File: config.mk
export PLATFORM = sky130hd
export DESIGN_NAME = ebt_timer_ctrl
export DESIGN_NICKNAME = d
export VERILOG_FILES = /design/src/shared/ebt_pkg.sv /design/src/ebt_timer_ctrl.sv
export SDC_FILE = /design/constraint.sdc
export NUM_CORES = 1
export LEC_CHECK = 0
export CORE_ASPECT_RATIO = 1.25
export CORE_MARGIN = 3
export CORE_UTILIZATION = 43
export DETAILED_ROUTE_END_ITERATION = 10
export DONT_BUFFER_PORTS = 1
export GPL_ROUTABILITY_DRIVEN = 0
export PLACE_DENSITY = 0.64
export SETUP_SLACK_MARGIN = 0.5
export SYNTH_ARGS = -nofsm -noshare
export SYNTH_HDL_FRONTEND = slang
export SYNTH_SLANG_ARGS = --single-unit
File: constraint.sdc
create_clock -name core_clk -period 2.8 [get_ports core_clk]
set_input_delay 0.28 -clock core_clk [delete_from_list [all_inputs] [get_ports core_clk]]
set_output_delay 0.28 -clock core_clk [all_outputs]
set_load 0.005 [all_outputs]
File: src/shared/ebt_pkg.sv
// Package holding the constants and state types of the two 8-bit timer control blocks.
package ebt_pkg;

  // ------------------------------------------------------------
  // Register addresses
  // ------------------------------------------------------------
  localparam logic [15:0] EBT_ADDR_T0_CLOCK_SELECT = 16'hff6a;
  localparam logic [15:0] EBT_ADDR_T0_MODE_CTRL = 16'hff6b;
  localparam logic [15:0] EBT_ADDR_T1_CLOCK_SELECT = 16'hff8c;
  localparam logic [15:0] EBT_ADDR_T1_MODE_CTRL = 16'hff43;

  // ------------------------------------------------------------
  // Reset values
  // ------------------------------------------------------------
  localparam logic [7:0] EBT_RST_CLOCK_SELECT = 8'h00;
  localparam logic [7:0] EBT_RST_MODE_CTRL = 8'h00;
  localparam logic [7:0] EBT_RST_COUNT = 8'h00;

  // ------------------------------------------------------------
  // Field positions of the mode control and clock select registers
  // ------------------------------------------------------------
  localparam int EBT_BIT_RUN = 7;
  localparam int EBT_BIT_PWM = 6;
  localparam int EBT_BIT_SET = 3;
  localparam int EBT_BIT_CLR = 2;
  localparam int EBT_BIT_INV = 1;
  localparam int EBT_BIT_OE = 0;
  localparam int EBT_CS_MSB = 2;

  // ------------------------------------------------------------
  // Clock select codes and divider exponents
  // ------------------------------------------------------------
  localparam logic [2:0] EBT_CS_EDGE_FALL = 3'h0;
  localparam logic [2:0] EBT_CS_EDGE_RISE = 3'h1;
  localparam logic [3:0] EBT_DIV_EXP_C2 = 4'h0;
  localparam logic [3:0] EBT_DIV_EXP_C3 = 4'h1;
  localparam logic [3:0] EBT_DIV_EXP_C5 = 4'h6;
  localparam logic [3:0] EBT_DIV_EXP_C6 = 4'h8;
  localparam logic [3:0] EBT_T0_DIV_EXP_C4 = 4'h2;
  localparam logic [3:0] EBT_T0_DIV_EXP_C7 = 4'hd;
  localparam logic [3:0] EBT_T1_DIV_EXP_C4 = 4'h4;
  localparam logic [3:0] EBT_T1_DIV_EXP_C7 = 4'hc;
  localparam int EBT_PSCL_W = 13;

  // ------------------------------------------------------------
  // State types
  // ------------------------------------------------------------
  typedef struct packed {
    logic [2:0] clk_sel;
    logic run;
    logic pwm;
    logic inv_pol;
    logic oe;
    logic out_ff;
    logic pwm_ff;
    logic [7:0] count;
    logic ev_sync1;
    logic ev_sync2;
    logic ev_prev;
    logic match_irq;
    logic tout;
  } ebt_chan_s;

  typedef struct packed {
    ebt_chan_s [1:0] ch;
    logic [EBT_PSCL_W-1:0] pscl;
    logic [7:0] rdata;
  } ebt_state_s;

endpackage

File: src/ebt_timer_ctrl.sv
// Control registers, count clock selection and output logic of two 8-bit timer channels.
//
// Operation
// - Reset loads each clock select register with zero: event pin falling edge.
// - Channel 0 codes: fall, rise, clk, clk/2, /4, /64, /256, /8192.
// - Channel 1 matches channel 0 except code 4 is /16, code 7 /4096.
// - Reset clears every mode control bit.
// - Run bit set counts; run bit clear zeroes and holds the counter.
// - Mode bit: 0 clears and restarts on match, 1 is free-running PWM.
// - Set/clear written 0/1 clears flip-flop, 1/0 sets, 0/0 no change.
// - Bit 1 enables inversion outside PWM, selects active-low pulse in PWM.
// - Output enable 1 drives the pin from timer, 0 holds it low.
// - Set and clear bits are write-only and read back as zero.
// - Set and clear writes act only outside PWM mode.
// - In PWM mode clearing run forces the output inactive.
// - Mode, flip-flop, polarity and enable settings reach the pin regardless of run.
// - Both registers accept single-bit and whole-byte writes.
// - Counter clears on reset, on run clear, and on match in restart mode.
// - Outside PWM, counter equal to compare raises the match interrupt.
// - In PWM mode a match makes the output inactive without interrupt.
`timescale 1ns/1ps
`default_nettype none

module ebt_timer_ctrl #(
  parameter int NUM_CH = 2
) (
  // Clock and reset
  input wire logic core_clk,
  input wire logic rstn,
  // CPU memory access port
  input wire logic [15:0] cpu_addr,
  input wire logic cpu_wr,
  input wire logic cpu_rd,
  input wire logic cpu_bit_op,
  input wire logic [2:0] cpu_bit_sel,
  input wire logic [7:0] cpu_wdata,
  output logic [7:0] cpu_rdata,
  // Compare values from the compare registers
  input wire logic [NUM_CH-1:0][7:0] compare_value,
  // Timer pins and events
  input wire logic [NUM_CH-1:0] event_in_pin,
  output logic [NUM_CH-1:0] timer_out_pin,
  output logic [NUM_CH-1:0] match_interrupt,
  output logic [NUM_CH-1:0][7:0] counter_value
);
  import ebt_pkg::*;

  // ------------------------------------------------------------
  // Reset synchroniser
  // ------------------------------------------------------------
  logic [1:0] rst_sync_q;
  logic rst_n;

  always_ff @(posedge core_clk or negedge rstn) begin
    if (!rstn) begin
      rst_sync_q <= 2'h0;
    end else begin
      rst_sync_q <= {rst_sync_q[0], 1'b1};
    end
  end

  assign rst_n = rst_sync_q[1];

  // ------------------------------------------------------------
  // Helpers
  // ------------------------------------------------------------
  function automatic logic [15:0] cs_addr(input int idx);
    cs_addr = (idx == 0) ? EBT_ADDR_T0_CLOCK_SELECT : EBT_ADDR_T1_CLOCK_SELECT;
  endfunction

  function automatic logic [15:0] mc_addr(input int idx);
    mc_addr = (idx == 0) ? EBT_ADDR_T0_MODE_CTRL : EBT_ADDR_T1_MODE_CTRL;
  endfunction

  // Only codes 4 and 7 differ between channels.
  function automatic logic [3:0] div_exp(input logic [2:0] sel, input int idx);
    logic [3:0] e;
    e = EBT_DIV_EXP_C2;
    case (sel)
      3'h2: e = EBT_DIV_EXP_C2;
      3'h3: e = EBT_DIV_EXP_C3;
      3'h4: e = (idx == 0) ? EBT_T0_DIV_EXP_C4 : EBT_T1_DIV_EXP_C4;
      3'h5: e = EBT_DIV_EXP_C5;
      3'h6: e = EBT_DIV_EXP_C6;
      3'h7: e = (idx == 0) ? EBT_T0_DIV_EXP_C7 : EBT_T1_DIV_EXP_C7;
      default: e = EBT_DIV_EXP_C2;
    endcase
    div_exp = e;
  endfunction

  // Readable image of the mode control register.
  function automatic logic [7:0] mc_image(input ebt_chan_s c);
    logic [7:0] v;
    v = 8'h00;
    v[EBT_BIT_RUN] = c.run;
    v[EBT_BIT_PWM] = c.pwm;
    v[EBT_BIT_INV] = c.inv_pol;
    v[EBT_BIT_OE] = c.oe;
    mc_image = v;
  endfunction

  // ------------------------------------------------------------
  // State
  // ------------------------------------------------------------
  ebt_state_s state_q;
  ebt_state_s state_d;

  always_comb begin
    logic [7:0] wmask;
    logic [7:0] cur;
    logic [7:0] nv;
    logic [EBT_PSCL_W-1:0] dmask;
    logic [3:0] dexp;
    logic tick;
    logic cs_hit;
    logic mc_hit;
    logic [7:0] rd;
    ebt_chan_s c;
    wmask = 8'hff;
    cur = 8'h00;
    nv = 8'h00;
    dmask = '0;
    dexp = 4'h0;
    tick = 1'b0;
    cs_hit = 1'b0;
    mc_hit = 1'b0;
    rd = 8'h00;
    c = '0;
    state_d = state_q;

    // A bit access writes one lane of the current image, a byte access all.
    if (cpu_bit_op) begin
      wmask = 8'((9'h1) << cpu_bit_sel);
    end

    state_d.pscl = state_q.pscl + 1'b1;

    for (int i = 0; i < NUM_CH; i++) begin
      c = state_q.ch[i];
      cs_hit = (cpu_addr == cs_addr(i));
      mc_hit = (cpu_addr == mc_addr(i));

      // --------------------------------------------------------
      // Count enable from the selected source
      // --------------------------------------------------------
      // The pin passes two flip-flops; edges are taken from the second.
      c.ev_sync1 = event_in_pin[i];
      c.ev_sync2 = state_q.ch[i].ev_sync1;
      c.ev_prev = state_q.ch[i].ev_sync2;
      dexp = div_exp(state_q.ch[i].clk_sel, i);
      dmask = EBT_PSCL_W'((14'h1 << dexp) - 14'h1);
      case (state_q.ch[i].clk_sel)
        EBT_CS_EDGE_FALL: tick = state_q.ch[i].ev_prev & ~state_q.ch[i].ev_sync2;
        EBT_CS_EDGE_RISE: tick = ~state_q.ch[i].ev_prev & state_q.ch[i].ev_sync2;
        default: tick = ((state_q.pscl & dmask) == dmask);
      endcase

      // --------------------------------------------------------
      // Counter, match and waveform flip-flops
      // --------------------------------------------------------
      c.match_irq = 1'b0;
      if (!state_q.ch[i].run) begin
        c.count = EBT_RST_COUNT;
        c.pwm_ff = 1'b0;
      end else if (!state_q.ch[i].pwm) begin
        if (tick) begin
          if (state_q.ch[i].count == compare_value[i]) begin
            c.count = EBT_RST_COUNT;
            c.match_irq = 1'b1;
            if (state_q.ch[i].inv_pol) begin
              c.out_ff = ~state_q.ch[i].out_ff;
            end
          end else begin
            c.count = state_q.ch[i].count + 8'h01;
          end
        end
      end else begin
        if (tick) begin
          // Free-running: active from wrap to zero until the match.
          c.count = state_q.ch[i].count + 8'h01;
          if (state_q.ch[i].count == compare_value[i]) begin
            c.pwm_ff = 1'b0;
          end else if (state_q.ch[i].count == 8'hff) begin
            c.pwm_ff = 1'b1;
          end
        end
      end

      // --------------------------------------------------------
      // Register writes
      // --------------------------------------------------------
      if (cpu_wr && cs_hit) begin
        cur = {5'h00, state_q.ch[i].clk_sel};
        nv = (cur & ~wmask) | (cpu_wdata & wmask);
        // Only the select field is stored; upper bits always read zero.
        c.clk_sel = nv[EBT_CS_MSB:0];
      end
      if (cpu_wr && mc_hit) begin
        cur = mc_image(state_q.ch[i]);
        nv = (cur & ~wmask) | (cpu_wdata & wmask);
        c.run = nv[EBT_BIT_RUN];
        c.pwm = nv[EBT_BIT_PWM];
        c.inv_pol = nv[EBT_BIT_INV];
        c.oe = nv[EBT_BIT_OE];
        // Software sets these in their own write, so a match toggle in the
        // same cycle loses to the explicit level request.
        if (!state_q.ch[i].pwm) begin
          if (nv[EBT_BIT_SET] && !nv[EBT_BIT_CLR]) begin
            c.out_ff = 1'b1;
          end else if (!nv[EBT_BIT_SET] && nv[EBT_BIT_CLR]) begin
            c.out_ff = 1'b0;
          end
        end
        // Stopping the counter in the write cycle clears it at once.
        if (!nv[EBT_BIT_RUN]) begin
          c.count = EBT_RST_COUNT;
          c.pwm_ff = 1'b0;
        end
      end

      // --------------------------------------------------------
      // Output pin, from the settings just stored
      // --------------------------------------------------------
      if (!c.oe) begin
        c.tout = 1'b0;
      end else if (c.pwm) begin
        c.tout = c.pwm_ff ^ c.inv_pol;
      end else begin
        c.tout = c.out_ff;
      end

      // --------------------------------------------------------
      // Read data
      // --------------------------------------------------------
      if (cs_hit) begin
        rd = rd | {5'h00, state_q.ch[i].clk_sel};
      end
      if (mc_hit) begin
        rd = rd | mc_image(state_q.ch[i]);
      end

      state_d.ch[i] = c;
    end

    // Unmapped addresses read as zero.
    if (cpu_rd) begin
      state_d.rdata = rd;
    end
  end

  // ------------------------------------------------------------
  // State register
  // ------------------------------------------------------------
  always_ff @(posedge core_clk or negedge rst_n) begin
    if (!rst_n) begin
      state_q <= '0;
    end else begin
      state_q <= state_d;
    end
  end

  // ------------------------------------------------------------
  // Outputs
  // ------------------------------------------------------------
  assign cpu_rdata = state_q.rdata;

  for (genvar g = 0; g < NUM_CH; g++) begin : g_out
    assign timer_out_pin[g] = state_q.ch[g].tout;
    assign match_interrupt[g] = state_q.ch[g].match_irq;
    assign counter_value[g] = state_q.ch[g].count;
  end

endmodule // ebt_timer_ctrl

`default_nettype wire

# Word level (Yosys, flattened, before mapping)
# Index checks and enable logic that the tools add are counted.
dict set report word_totals {
  register_bits 67
  output_inout_bits 28
  inputBits 50
}
dict set report classes {
  shifts 3
  addsub 5
  n_eq_ne 22
  n_reduce_logical 14
  muxes 57
  bitwise_logic 27
}
# op count
set op_table {}
lappend op_table {{2-to-1 mux 8 bit} 10}
lappend op_table {{equality test 16 bit, second input constant} 4}
lappend op_table {{2-to-1 mux 9 bit} 6}
lappend op_table {{case mux 4 bit (5 select lines)} 2}
lappend op_table {{2-to-1 mux 1 bit} 34}
lappend op_table {{bitwise AND 13 bit} 2}
lappend op_table {{equality test 13 bit} 2}
lappend op_table {{2-to-1 mux 13 bit} 2}
lappend op_table {{<< shifter 1 x 4 -> 13 bit, first input constant} 2}
lappend op_table {{subtractor 13 x 1 -> 13 bit, second input constant} 2}
lappend op_table {{bitwise AND 8 bit} 3}
lappend op_table {{equality test 3 bit, second input constant} 8}
lappend op_table {{bitwise OR 8 bit} 3}
lappend op_table {{adder 8 x 1 -> 8 bit, second input constant} 2}
lappend op_table {{equality test 8 bit} 2}
lappend op_table {{equality test 8 bit, second input constant} 2}
lappend op_table {{adder 13 x 1 -> 13 bit, second input constant} 1}
lappend op_table {{logical AND 1 bit} 8}
lappend op_table {{inverter 8 bit} 1}
lappend op_table {{bitwise OR 3 x 8 -> 8 bit} 1}
lappend op_table {{bitwise OR 8 x 3 -> 8 bit} 1}
lappend op_table {{<< shifter 1 x 3 -> 8 bit, first input constant} 1}
lappend op_table {{bitwise AND 3 bit} 2}
lappend op_table {{equality test 3 x 1 -> 1 bit, second input constant} 2}
lappend op_table {{9 further kinds} 25}

# Depth between registers and ports, before layout
# Gate-level depths: netlist of run 1.
dict set report depth {
  word_depth 17
  ltp_mapped 12
}

# Least setup slack after synthesis of run 1
# OpenSTA, ideal clock, no wires.
dict set report synth_path {
  kind {register to register}
  startpoint {register with a tool-made name}
  endpoint {register state_q (netlist bit timer_out_pin[0])}
  stages_incl_launch_ff 12
  path_slack_ns -0.101
  synth_period_minus_slack_ns 2.901
  t_required_ns 2.667
  arrival_ns 2.768
  path_buffers 1
  path_cell_list {dfrtp_1 clkbuf_1 nand2_1 or2_2 ha_1 a21boi_0 o31ai_1 or4b_1 o21ai_1 a21oi_1 a211oi_1 o211ai_2}
}
# element line
set synth_lines {}
lappend synth_lines {{end signal: assignment} ebt_timer_ctrl.sv:258} ;# state_q <= state_d;
lappend synth_lines {{end: declaration} ebt_timer_ctrl.sv:105} ;# ebt_state_s state_q;

==> metrics, run 1 <==
slowest CP cell or4b_4; Clock Latency Late Sink 0.34 ns; RSZ-0062 raised after global routing true; Most used DFF post-synth dfrtp_1; CTS Buf Count 9; Syn Std Cell Area 3750 µm²; CP bufs+invs 0; TritonCTS clock tree yes; crit path DAT 2.82 ns; fin crit share 90.9%; register clock-pin slew on the reported worst setup and hold paths 0.08 ns; Cells after Synth 388; number of global-route vias before repair 2,845; Cell variety after synth 65; power per cell area 408 nW/µm²; Avg Vias per Cell 5.56; Seq/Total Area, Yosys 42.7%; floorplan row count 37; #FFs+latches synth 64; critical path peak fanout 5; Max-cap violations 0; Total Wirelength 8.64 mm; yosys warns 0; Hold Fails Final Rpt 0; die area 9890 µm²; Via Count 2,834; Final ANT Viol Nets 0; Internal 1.29 mW; largest cells by area after synthesis dfrtp_1, xnor2_1, buf_4; Clock Skews 0.0125 ns; fraction of layout cells with a size suffix above 1 23.7%; FFs w/ async S/R, synth 100%; status finished clean; maximum clock frequency 393 MHz; largest vdd supply drop 0.269 mV; Post-synth EDFFs 0; gr ovfl total 0; Reg power frac 54.9%; Comb pwr share 4.7%; Avg Cell Area, Syn 9.67 µm²; Setup crit start kind register; initial antenna violation count 0; Commonest cells post-synth dfrtp_1, nor2_1, buf_4; placement-stage cell area 3720 µm²; cells along the critical path nand2_4 -> or2_4 -> ha_4 -> o22a_1 -> o2111ai_4 -> or4b_4 -> o21a_4 -> or3_1 -> a21oi_1; die height 110 µm; DRC Markers 0; crit-path max cell delay 0.55 ns; Port Buffer Count 0; DRT iter0 DRCs 97; area delta synth->final 13.1%; top-count cell post-synth dfrtp_1; wire per inst 16.9 µm; core area 8380 µm²; HPWL after DPL 6.09 mm; # IOs 78; largest net degree at the start of global routing 33; Setup violations, final 0; 1st-pass router iterations 4; Net Sw Power 440 µW; Setup CP Type register to register; clock share of power 40.4%; post-route cell area 4240 µm²; Tightest Hold Check Type input port to register; GRT Util Overall 17.9%; sw frac 25.4%; CTS Sinks 64; global-route wire length before repair 13.8 mm; die width 89.6 µm; Lkg Pwr 1.72 nW; Initial Util 44.8%; Clock Root Buffer clkbuf_8; min cycle time layout 2.54 ns; nets 442; level count of the clock H-tree 3; number of inserted diodes 0; post-synth top area share 42.7%; CTS max path bufs 2; crit end category register; Slew @ Worst Pin 0.701 ns; slew margin rel. 53.3%; delay-heaviest family, CP simple AND/OR/NAND/NOR gates; area leader, netlist dfrtp_1; Req. time, crit path 3.08 ns; max-slew violations 0; Fin Setup TNS 0 ns
layer usage:
metal	wire [µm]	GRT usage, %	part of all wire [%]
met4	183	6.36	2.1
met2	4480	28.9	52
met1	3630	22.6	42
met3	346	4.63	4.0
met5	0	0	0
power by group through the flow:
| stage | clock network [mW] | logic, mW | registers [mW] |
|---|---|---|---|
| 4_1_cts | 0.718 | 0.0749 | 0.952 |
| 2_1_floorplan | 0 | 0.0590 | 0.969 |
| 3_5_place_dp | 0 | 0.0645 | 0.970 |
| 5_1_grt | 0.763 | 0.0910 | 0.953 |
| 3_3_place_gp | 0 | 0.0641 | 0.970 |
| 6_report | 0.700 | 0.0818 | 0.951 |
repair_timing:
item / 4_1_cts / 5_1_grt
hold buffers: 4 / 1
gates resized for setup: 21 / 24
setup endpoints to repair: 21 / 15
buffers inserted: 6 / 5
endpoints found under the hold margin: 5 / 1
pin swaps: 17 / 23
gates cloned: 1 / 0
registers in the layout (all words and copies together), names as in the netlist, named ones only:
| register | cells |
|---|---|
| state_q | 27 |
| counter_value | 16 |
| cpu_rdata | 5 |
| state_d | 4 |
| match_interrupt | 2 |
| rst_sync_q | 2 |
| timer_out_pin | 2 |
worst paths after layout:
| path | endpoint | start | cells after the start | slack, ns |
|---|---|---|---|---|
| max | counter_value[4] | register | 9 | 0.26 |
| min | cpu_rdata[6] | cpu_rd | 1 | 0.02 |
| max reg2reg | counter_value[4] | register | 9 | 0.26 |
| min reg2reg | state_q[34] | rst_sync_q[1] | 0 | 0.32 |
| max in group asynchronous | state_q[10] | rst_sync_q[1] | 1 | 1.76 |
| min in group asynchronous | rst_sync_q[0] | rstn | 1 | 0.16 |
area by class of cell:
| cell class | count | area (µm²) |
|---|---|---|
| sequential | 64 | 1610 |
| timing repair buffer | 28 | 230 |
| clock inverter | 7 | 48.8 |
| fill | 751 | 4140 |
| multi-input combinational | 271 | 2030 |
| inverter | 14 | 52.6 |
| tap | 117 | 146 |
| clock buffer | 9 | 124 |
stage by stage:
| step | util (%) | std cells | hold WS [ns] | setup WS (ns) | power [mW] |
|---|---|---|---|---|---|
| 6_report | 50.6 | 510 | 0.0170 | 0.255 | 1.73 |
| 4_1_cts | 48.6 | 504 | 0.000886 | 0.243 | 1.75 |
| 5_1_grt | 50.6 | 510 | 0.00170 | 0.151 | 1.81 |
| 3_3_place_gp | 44.4 | 477 | -0.0155 | 0.133 | 1.03 |
| 2_1_floorplan | - | 390 | -0.0156 | 0.239 | 1.03 |
| 3_5_place_dp | 44.4 | 477 | -0.0156 | 0.0908 | 1.03 |
cells in the final DEF, fill, tap and decap left out, drive strengths merged, types with 9 or more instances in the layout:
cell     n
dfrtp   64
nor3    11
nand3   19
mux2    10
xnor2   25
xor2    15
nand2   22
nor2    35
clkbuf   9
nand4   10
inv     14
nor4    10
a21oi    9
o21ai   11
buf     23
cell families after synthesis:
group / count (synthesis) / share of synthesized area [%]
simple gates: 149 / 21.8
flops: 64 / 42.7
compound gates: 59 / 11.0
buf+inv: 56 / 9.57
xor+xnor: 40 / 9.33
mux: 14 / 4.17
fa+ha+maj: 4 / 1.33
other cells: 2 / 0.200
Note: power is estimated with default switching activity, not from simulation.
==> run 2: changes to the inputs <==
CORE_UTILIZATION = 35   (was 43)
PLACE_DENSITY = 0.55   (was 0.64)
==> run 2 against run 1 <==
  * Sequential share of layout area shrank 1.7 points
  * Sequential power hardly changed
  * Non-clock buffer count up 8
  * Setup slack improved by 0.011 ns
  * Routed wire length is 2.7% higher
  * Largest cell class unchanged
  * Utilization decreased by 7.4 points
  * Clock power is 84% higher
  * Critical path type unchanged
  * Critical path depth is 1 higher
  * Via count up 0.67%
  * Maximum frequency grew 0.43%
==> metrics, run 2 (synthesis gave the netlist of run 1 again) <==
status finished clean; largest register by flop count state_q; Req. time, crit path 3.01 ns; min cycle time layout 2.53 ns; DRC Markers 0; gr ovfl total 0; largest vdd supply drop 0.263 mV; FF-to-FF setup slack 0.27 ns; largest net degree at the start of global routing 26; Hold Path Origin cpu_rd; Clock Root Buffer clkbuf_16; Hold Path End cpu_rdata[7]; Avg Vias per Cell 5.39; Setup CP Type register to register; wire per inst 16.8 µm; Lkg Pwr 1.84 nW; hold slack final 0.0279 ns; register clock-pin slew on the reported worst setup and hold paths 0.06 ns; fin crit share 90.5%; 1st-pass router iterations 5; Port Buffer Count 0; Setup violations, final 0; HPWL after DPL 6.38 mm; area delta synth->final 18.1%; level count of the clock H-tree 3; die height 122 µm; Hold Fails Final Rpt 0; Filler cells 1,015; RSZ-0062 raised after global routing true; Tightest Hold Check Type input port to register; crit end category register; core area 10,300 µm²; commonest non-fill, non-tap cell in the layout dfrtp_1; Final ANT Viol Nets 0; die width 98.6 µm; r2r worst-path depth 10; CTS Buf Count 9; r2r endpoint counter_value[7]; initial antenna violation count 0; # IOs 78; nets 449; global-route wire length before repair 14.3 mm; Slew @ Worst Pin 0.799 ns; slew margin rel. 46.3%; Max-cap violations 0; Via Count 2,853; Clock Skews 0.00926 ns; max-slew violations 0; number of inserted diodes 0; Fin Setup TNS 0 ns; Setup crit start kind register; die area 12,000 µm²; fraction of layout cells with a size suffix above 1 23.8%; max reg flops 27; GRT Util Overall 15.1%; most frequent cells in the layout dfrtp_1, nor2_1, buf_4; CTS max path bufs 2; Initial Util 36.6%; critical path peak fanout 7; number of global-route vias before repair 2,849; DRT iter0 DRCs 102; maximum clock frequency 395 MHz; Total Wirelength 8.87 mm; TritonCTS clock tree yes; Worst Hold Path Cells 1; Clock Latency Late Sink 0.33 ns; power per cell area 525 nW/µm²; CTS Sinks 64; floorplan row count 41; crit path DAT 2.75 ns
[run 2: cell types whose count changed in the layout (fill, tap and decap cells not counted), sizes merged]
| cell | before | now |
|---|---|---|
| clkinv | 6 | 1 |
| inv | 14 | 15 |
| o21a | 3 | 2 |
| clkinvlp | 1 | 2 |
| dlygate4sd3 | 5 | 3 |
| buf | 23 | 33 |
| bufinv | 0 | 3 |
[run 2: per-layer routing]
layer	GRT usage (%)	vias up	share of wire, %
li1	-	1369	-
met1	18.5	1403	41
met2	24.8	68	51
met3	4.47	13	5.6
met4	5.98	0	1.6
met5	0	-	0
[run 2: cell type report]
type                       count  area [µm²]  area share [%]
clock inverter                 7         119            2.68
timing repair buffer          36         282            6.35
inverter                      14        52.6            1.19
clock buffer                   9         225            5.08
sequential                    64        1610            36.2
multi-input combinational    270        1990            44.8
tap                          129         161            3.64
[run 2: where the power goes]
group	total, mW	internal (mW)	leakage [nW]	switching [mW]
Clock	1.29	0.870	0.162	0.424
Sequential	0.950	0.936	0.848	0.0138
Combinational	0.0845	0.0365	0.828	0.0481
[run 2: worst max-delay path by stage]
stage               startpoint               end  slack [ns]
finish                register  counter_value[7]        0.27
global route          register  counter_value[5]        0.18
CTS                   register  counter_value[3]        0.25
detailed placement    register  counter_value[7]        0.08
global placement      register  counter_value[7]        0.17
floorplan             register  counter_value[3]        0.24
[run 2: timing repair]
action / in CTS / in global routing
pin swaps: 13 / 16
gates resized for setup: 18 / 17
hold buffers: 3 / 0
setup endpoints to repair: 21 / 15
hold endpoints to repair: 4 / 0
buffers inserted: 8 / 11
[run 2: worst max-delay path: stages, from the launching register on]
cell and delay [ns]:
dfrtp_1 0.39, nand2_4 0.06, or2_4 0.23, ha_4 0.25, o22a_1 0.13, o2111ai_2 0.14, or4b_4 0.53, o21a_4 0.26
nor3_4 0.19, xnor2_1 0.15, nor2_1 0.07
[run 2: metrics by stage]
stage,cells,power [mW],utilization (%),instance area [µm²],worst slack (ns)
global route,529,2.42,43.2,4430,0.180
finish,529,2.33,43.2,4430,0.266
floorplan,390,1.03,-,3820,0.239
global placement,491,1.04,36.6,3750,0.170
detailed placement,491,1.04,36.6,3750,0.0772
CTS,518,2.35,41.6,4270,0.253
